### config.mk
export PLATFORM = sky130hd
export DESIGN_NAME = hbcm_top
export DESIGN_NICKNAME = d
export VERILOG_FILES = /design/src/hdl/hbcm_sync2.v /design/src/hdl/hbcm_addr_match.v /design/src/hdl/hbcm_top.v
export VERILOG_INCLUDE_DIRS = /design/src /design/src/hdl
export SDC_FILE = /design/constraint.sdc
export NUM_CORES = 1
export LEC_CHECK = 0
export BUFFER_PORTS_ARGS = -buffer_cell sky130_fd_sc_hd__buf_2
export CELL_PAD_IN_SITES_DETAIL_PLACEMENT = 1
export CELL_PAD_IN_SITES_GLOBAL_PLACEMENT = 1
export CORE_MARGIN = 3
export CORE_UTILIZATION = 37
export CTS_BUF_LIST = sky130_fd_sc_hd__clkbuf_16
export CTS_CLUSTER_DIAMETER = 100
export CTS_CLUSTER_SIZE = 12
export DETAILED_ROUTE_END_ITERATION = 7
export PLACE_DENSITY_LB_ADDON = 0.15
export SYNTH_ARGS = -nofsm -noshare
export SYNTH_HDL_FRONTEND = slang
export SYNTH_SLANG_ARGS = --single-unit
### constraint.sdc
create_clock -name clock -period 9.42 [get_ports clock]
set_input_delay 0.942 -clock clock [delete_from_list [all_inputs] [get_ports clock]]
set_output_delay 0.942 -clock clock [all_outputs]
set_load 0.03 [all_outputs]
### src/hdl/hbcm_consts.vh
`ifndef HBCM_CONSTS_VH
`define HBCM_CONSTS_VH
// access-type selector encodings
`define HBCM_ACC_ANY 2'h0
`define HBCM_ACC_EXEC 2'h1
`define HBCM_ACC_DMA 2'h2
`define HBCM_ACC_VECT 2'h3
// bus-cycle class encodings on the cycle-type input
`define HBCM_CYC_FETCH 2'h0
`define HBCM_CYC_EXEC 2'h1
`define HBCM_CYC_DMA 2'h2
`define HBCM_CYC_VECT 2'h3
// interrupt-level lines sit in the low nibble of the one-byte setting
`define HBCM_LVL_LSB 0
`define HBCM_LVL_WIDTH 4
// counter widths and reset values
`define HBCM_SAT_WIDTH 16
`define HBCM_DLY_WIDTH 15
`define HBCM_CNT_RST 16'h0000
`define HBCM_DLY_RST 15'h0000
// the delay counter exists on this channel only
`define HBCM_DELAY_CHANNEL 7
`endif

### src/hdl/hbcm_sync2.v
`include "hbcm_consts.vh"
module hbcm_sync2 #(
  parameter WIDTH = 1
) (
  // clocking
  input wire clock,
  input wire sys_rst,
  input wire clk_en,
  // data
  input wire [WIDTH-1:0] async_in,
  output wire [WIDTH-1:0] sync_out
);
  reg [WIDTH-1:0] meta_ff;
  reg [WIDTH-1:0] sync_ff;

  always @(posedge clock) begin
    if (sys_rst) begin
      meta_ff <= {WIDTH{1'b0}};
      sync_ff <= {WIDTH{1'b0}};
    end else if (clk_en) begin
      meta_ff <= async_in;
      sync_ff <= meta_ff;
    end
  end

  assign sync_out = sync_ff;
endmodule

### src/hdl/hbcm_addr_match.v
`include "hbcm_consts.vh"
module hbcm_addr_match #(
  parameter AW = 32
) (
  // bus address
  input wire [AW-1:0] bus_addr,
  // settings
  input wire addr_en,
  input wire range_en,
  input wire [AW-1:0] addr_lo,
  input wire [AW-1:0] addr_hi,
  input wire [AW-1:0] addr_mask,
  // result
  output wire addr_hit
);
  // ---------------------------------------------
  // masked compare: a set mask bit forces a match
  // ---------------------------------------------
  wire [AW-1:0] keep = ~addr_mask;
  wire [AW-1:0] a = bus_addr & keep;
  wire [AW-1:0] lo = addr_lo & keep;
  wire [AW-1:0] hi = addr_hi & keep;
  wire eq_hit = (a == lo);
  wire rng_hit = (a >= lo) && (a <= hi);

  assign addr_hit = ~addr_en | (range_en ? rng_hit : eq_hit);
endmodule

### src/hdl/hbcm_top.v
// What this block does
// - NMI matches when low for low level, when high for high level, always for no level.
// - Four interrupt-level lines each compared with its own setting bit.
// - Each interrupt-level bit can be masked to always match.
// - Satisfaction count 1..65535: fire after conditions met that many times.
// - Delay count 1..32767: fire that many bus cycles after satisfaction.
// - Delay counter exists on channel seven only; others ignore delay.
// - Single address: condition met when bus address equals it.
// - Lower and upper address: met when address inside inclusive range.
// - Masked address bits do not affect the address match.
// - Access type selects one class, or none letting all cycles qualify.
// - Masks apply per bit, so masked bits always satisfy the compare.
`include "hbcm_consts.vh"
module hbcm_top #(
  parameter AW = 32,
  parameter CHANNEL = 7
) (
  // clocking
  input wire clock,
  input wire sys_rst,
  input wire clk_en,
  // target bus, same clock domain
  input wire bus_cycle_valid,
  input wire [AW-1:0] bus_addr,
  input wire [1:0] bus_cycle_type,
  // interrupt pins, asynchronous
  input wire nmi_pin,
  input wire [3:0] interrupt_level_lines,
  // address settings
  input wire addr_en,
  input wire range_en,
  input wire [AW-1:0] addr_lo,
  input wire [AW-1:0] addr_hi,
  input wire [AW-1:0] addr_mask,
  // access type setting
  input wire [1:0] acc_sel,
  // interrupt settings
  input wire nmi_en,
  input wire nmi_high,
  input wire lvl_en,
  input wire [7:0] lvl_value,
  input wire [7:0] lvl_mask,
  // counts
  input wire [15:0] sat_count,
  input wire [14:0] delay_count,
  // restart of counters, break acknowledge
  input wire arm_clear,
  // status
  output reg break_req,
  output reg [15:0] sat_seen,
  output reg [14:0] delay_seen
);
  // ---------------------------------------------
  // qualification states
  // ---------------------------------------------
  localparam ST_IDLE = 2'h0;
  localparam ST_DELAY = 2'h1;
  localparam ST_FIRED = 2'h2;

  // ---------------------------------------------
  // registers and next values
  // ---------------------------------------------
  reg [1:0] state_ff;
  reg [1:0] nxt_state;
  reg [15:0] sat_ff;
  reg [15:0] nxt_sat;
  reg [14:0] dly_ff;
  reg [14:0] nxt_dly;

  // ---------------------------------------------
  // pin synchronisation
  // ---------------------------------------------
  wire [4:0] pins_s;
  hbcm_sync2 #(.WIDTH(5)) u_sync (
    .clock(clock),
    .sys_rst(sys_rst),
    .clk_en(clk_en),
    .async_in({nmi_pin, interrupt_level_lines}),
    .sync_out(pins_s)
  );
  wire nmi_s = pins_s[4];
  wire [3:0] lvl_s = pins_s[3:0];

  // ---------------------------------------------
  // address condition
  // ---------------------------------------------
  wire addr_ok;
  hbcm_addr_match #(.AW(AW)) u_addr (
    .bus_addr(bus_addr),
    .addr_en(addr_en),
    .range_en(range_en),
    .addr_lo(addr_lo),
    .addr_hi(addr_hi),
    .addr_mask(addr_mask),
    .addr_hit(addr_ok)
  );

  // ---------------------------------------------
  // access type, interrupt conditions
  // ---------------------------------------------
  reg acc_ok;
  always @* begin
    case (acc_sel)
      `HBCM_ACC_EXEC: acc_ok = (bus_cycle_type == `HBCM_CYC_EXEC);
      `HBCM_ACC_DMA: acc_ok = (bus_cycle_type == `HBCM_CYC_DMA);
      `HBCM_ACC_VECT: acc_ok = (bus_cycle_type == `HBCM_CYC_VECT);
      default: acc_ok = 1'b1;
    endcase
  end

  reg nmi_ok;
  always @* begin
    if (!nmi_en) begin
      nmi_ok = 1'b1;
    end else if (nmi_high) begin
      nmi_ok = nmi_s;
    end else begin
      nmi_ok = ~nmi_s;
    end
  end

  wire [3:0] lvl_bit_ok;
  genvar gi;
  generate
    for (gi = 0; gi < `HBCM_LVL_WIDTH; gi = gi + 1) begin : g_lvl
      // masked bit matches whatever its level
      assign lvl_bit_ok[gi] = lvl_mask[`HBCM_LVL_LSB + gi] |
        (lvl_s[gi] == lvl_value[`HBCM_LVL_LSB + gi]);
    end
  endgenerate
  wire lvl_ok = ~lvl_en | (&lvl_bit_ok);

  // ---------------------------------------------
  // combined condition
  // ---------------------------------------------
  wire cond_hit = bus_cycle_valid & addr_ok & acc_ok & nmi_ok & lvl_ok;
  // hits are only taken while armed and idle
  wire take_hit = (state_ff == ST_IDLE) && cond_hit;

  // ---------------------------------------------
  // satisfaction count
  // ---------------------------------------------
  wire sat_used = (sat_count != `HBCM_CNT_RST);
  wire [15:0] sat_inc = sat_ff + 16'h0001;
  wire sat_done = ~sat_used | (sat_inc >= sat_count);

  always @* begin
    nxt_sat = sat_ff;
    if (arm_clear) begin
      nxt_sat = `HBCM_CNT_RST;
    end else if (take_hit && sat_used) begin
      nxt_sat = sat_inc;
    end
  end

  // ---------------------------------------------
  // delay count
  // ---------------------------------------------
  wire dly_allowed = (CHANNEL == `HBCM_DELAY_CHANNEL);
  wire dly_used = dly_allowed && (delay_count != `HBCM_DLY_RST);
  wire [14:0] dly_inc = dly_ff + 15'h0001;
  wire dly_done = (dly_inc >= delay_count);

  always @* begin
    nxt_dly = dly_ff;
    if (arm_clear) begin
      nxt_dly = `HBCM_DLY_RST;
    end else if (take_hit && sat_done && dly_used) begin
      nxt_dly = `HBCM_DLY_RST;
    end else if ((state_ff == ST_DELAY) && bus_cycle_valid) begin
      nxt_dly = dly_inc;
    end
  end

  // ---------------------------------------------
  // qualification state machine
  // ---------------------------------------------
  always @* begin
    nxt_state = state_ff;
    case (state_ff)
      ST_IDLE: begin
        if (take_hit && sat_done) begin
          if (dly_used) begin
            nxt_state = ST_DELAY;
          end else begin
            nxt_state = ST_FIRED;
          end
        end
      end
      ST_DELAY: begin
        if (bus_cycle_valid && dly_done) begin
          nxt_state = ST_FIRED;
        end
      end
      ST_FIRED: begin
        nxt_state = ST_FIRED;
      end
      default: begin
        nxt_state = ST_IDLE;
      end
    endcase
    // a clear wins over a hit in the same cycle
    if (arm_clear) begin
      nxt_state = ST_IDLE;
    end
  end

  wire nxt_break = (nxt_state == ST_FIRED);

  // ---------------------------------------------
  // state registers
  // ---------------------------------------------
  always @(posedge clock) begin
    if (sys_rst) begin
      state_ff <= ST_IDLE;
    end else if (clk_en) begin
      state_ff <= nxt_state;
    end
  end

  always @(posedge clock) begin
    if (sys_rst) begin
      sat_ff <= `HBCM_CNT_RST;
      dly_ff <= `HBCM_DLY_RST;
    end else if (clk_en) begin
      sat_ff <= nxt_sat;
      dly_ff <= nxt_dly;
    end
  end

  // ---------------------------------------------
  // output registers
  // ---------------------------------------------
  always @(posedge clock) begin
    if (sys_rst) begin
      break_req <= 1'b0;
    end else if (clk_en) begin
      break_req <= nxt_break;
    end
  end

  always @(posedge clock) begin
    if (sys_rst) begin
      sat_seen <= `HBCM_CNT_RST;
      delay_seen <= `HBCM_DLY_RST;
    end else if (clk_en) begin
      sat_seen <= nxt_sat;
      delay_seen <= nxt_dly;
    end
  end
endmodule

==> flow_summary.ini <==
[cts]
cts.sinks = 44
cts_tree = yes
clkTransAtPathRegs_ps = 70
cts_buffers = 5
clk_path_buf_depth = 2
cts_setup_buffers = 0
cts_max_level = 2
cts.repair.resized = 0
worstSkewPairLatency_ps = 300
hold_buffers = 0
root_buffer = clkbuf_16

[placed_design]
place_ws_ps = 5515
gp_congestion = 0.8780
port_buffers = 217
dp_hpwl_um = 14680

[yosys]
synth-simple-area-share_pct = 31.82
netlist_area_um2 = 5151
synth_compound_area_share_pct = 17.95
synth_top_family_by_area = simple AND/OR/NAND/NOR gates
syn_nets = 943
yosysSeqAreaShare_pct = 17.10
synth_edf_count = 0
syn_inst = 654
synth_xor_xnor_area_share_pct = 4.081
synth.distinct_cells = 55
ys.flop_type = dfxtp_1
async_flop_share_pct = 0
ys_seq_elements = 44
synth-warning-count = 0
synthMuxAreaShare_pct = 2.380
avgSynthCellArea_um2 = 7.876
synthAdderAreaFrac_pct = 23.08

[setup_path]
start_kind = flip-flop
cp_max_fo = 8
r2r-start = sat_seen[4]
endpoint_kind = flip-flop
r2r_cells = 18
path_class = reg -> reg
crit_path_start = sat_seen[4]
cp.required_ps = 9610
arrival_ps = 4040

[routing]
drtPass1Iterations = 4
drc = 0
routed_wl_um = 16890
detail_route.iter0.violations = 172
vias = 5586
routedWlPerCell_um = 16.10
ant_nets = 0
viasPerCell = 5.325

[worst_hold_path]
min_path_type = reg -> reg
hold_path.startpoint = break_req
hold_depth = 1

[grt]
grt_pass1_wl_um = 27220
grtUsageTotal_pct = 21.77
grt_overflow = 0
grt_max_degree = 21
antenna_found_initial = 1
grt_pass1_vias = 5988

[timing]
rsz0062_at_grt = no
fin_ws_ps = 5564
finalSetupViolCount = 0
min_period_ps = 3856
tightest_slew_ps = 856.9
max_freq_mhz = 259.3
fin_crit_sh_pct = 40.93
fin_tns_setup_ps = 0
slew_headroom_pct = 42.44
finalHoldViolCount = 0
finalMaxSlewViolations = 0
fin_skew_ps = 6.656

[floorplan]
io_pins = 226
coreArea_um2 = 13450
num_rows = 42
start_util_pct = 38.29
die_y_um = 124.0
chipWidth_um = 124.0
fp.dieArea_um2 = 15370

[finish]
area.growth.synth_to_final_pct = 28.05
fin_util_pct = 49.03
finalNetCount = 1160
layout_commonest_cell = buf_2
final_cell_mix = 217 x buf_2, 95 x ha_1, 68 x nand2b_1, 54 x nor2b_1, 47 x nand2_1
drive_gt1_share_pct = 27.75

[power]
p_per_area_nw_per_um2 = 84.53
totalPowerFinal_mw = 0.5576
ir_drop_v = 0.00006452
p_leak_nw = 3.465

[flow_run]
drv_cap = 0

[status]
outcome = finished clean
-- area by class of cell --
| cell class | count | area [um^2] |
|---|---|---|
| well taps | 176 | 220.2 |
| diodes | 1 | 2.502 |
| inverters | 41 | 153.9 |
| fillers | 1764 | 6857 |
| clock buffers | 5 | 125.1 |
| clock inverters | 3 | 42.54 |
| repair buffers | 217 | 1086 |
| multi-input cells | 562 | 4085 |
| flip-flops and latches | 44 | 880.8 |
-- stage by stage --
stage,cell area [um^2],hold slack (ps),std cells
floorplan,5151,450.8,654
CTS,6594,471.3,1048
finish,6596,469.7,1049
global route,6596,490.1,1049
global placement,6426,435.2,1040
detailed placement,6426,455.0,1040
-- synth_stat cells (all sizes together) (2+ instances only) --
library cell  count  area (um^2)
a2111oi           3        26.28
a211oi            9        67.56
a21o             10        75.07
a21oi            28        140.1
a221oi            4        35.03
a22o             12        105.1
a22oi             2        15.01
and3             13        81.33
and4              4        35.03
buf               3        16.26
clkbuf            4        15.01
dfxtp            44        880.8
ha               95         1189
inv              41        153.9
mux2              2        22.52
mux2i            10        100.1
nand2            47        176.4
nand2b           68        425.4
nand3            25        125.1
nand4            16        100.1
nor2             29        108.9
nor2b            54        337.8
nor3             11        55.05
nor4              9        71.32
o211ai            4        30.03
o21a              5        37.54
o21ai            41        209.0
o22ai             4        38.79
o31a              3        26.28
o31ai             3        36.28
o41ai             2        17.52
or2              11        68.82
or4               2        15.01
xnor2            17        148.9
xor2              7        61.31
-- report_power, final --
group	total [mW]	switching, mW	internal [mW]	leakage [nW]
clock	0.206	0.0807	0.125	0.0814
combinational	0.163	0.0836	0.0792	3.03
sequential	0.189	0.00130	0.188	0.356
total	0.558	0.166	0.392	3.46
-- path summary, 6_finish.rpt --
| kind | endpoint | slack (ps) |
|---|---|---|
| max | delay_seen[0] | 5560 |
| min | break_req | 470 |
| max reg2reg | delay_seen[0] | 5560 |
| min reg2reg | break_req | 470 |
-- cells by family after synthesis --
group / after synthesis
and+or+nand+nor: 294
AOI/OAI and AO/OA: 137
adders and majority gates: 95
buffers and inverters: 48
DFF: 44
xor gates and xnor gates: 24
muxes: 12
-- per-layer routing --
layer,vias up,global-route usage [%],share of wire (%)
met5,-,0,0
met4,0,4.791,1.3
met3,18,3.451,5.4
met2,136,40.96,51
met1,2632,25.82,42
li1,2800,-,-
-- state kept, by name, summed over array words and instances, names as in the netlist --
name / flops
u_sync.sync_out: 5
break_req: 1
state_ff: 2
u_sync.meta_ff: 5
sat_seen: 16
delay_seen: 15
-- worst max-delay path, stage by stage (launching register included) --
cell and delay [ps]:
dfxtp_1 430, and3_1 180, nand3_1 160, nor2_1 180, and3_1 220, and3_1 210
and3_1 230, nor2b_1 70, or2_2 300, ha_1 300, a21oi_1 60, nor2b_1 100
o21ai_0 80, o211ai_1 110, a21o_1 170, nand3b_1 120, o21ai_2 310, o22ai_4 190
mux2_1 330
Note: power is estimated with default switching activity, not from simulation.
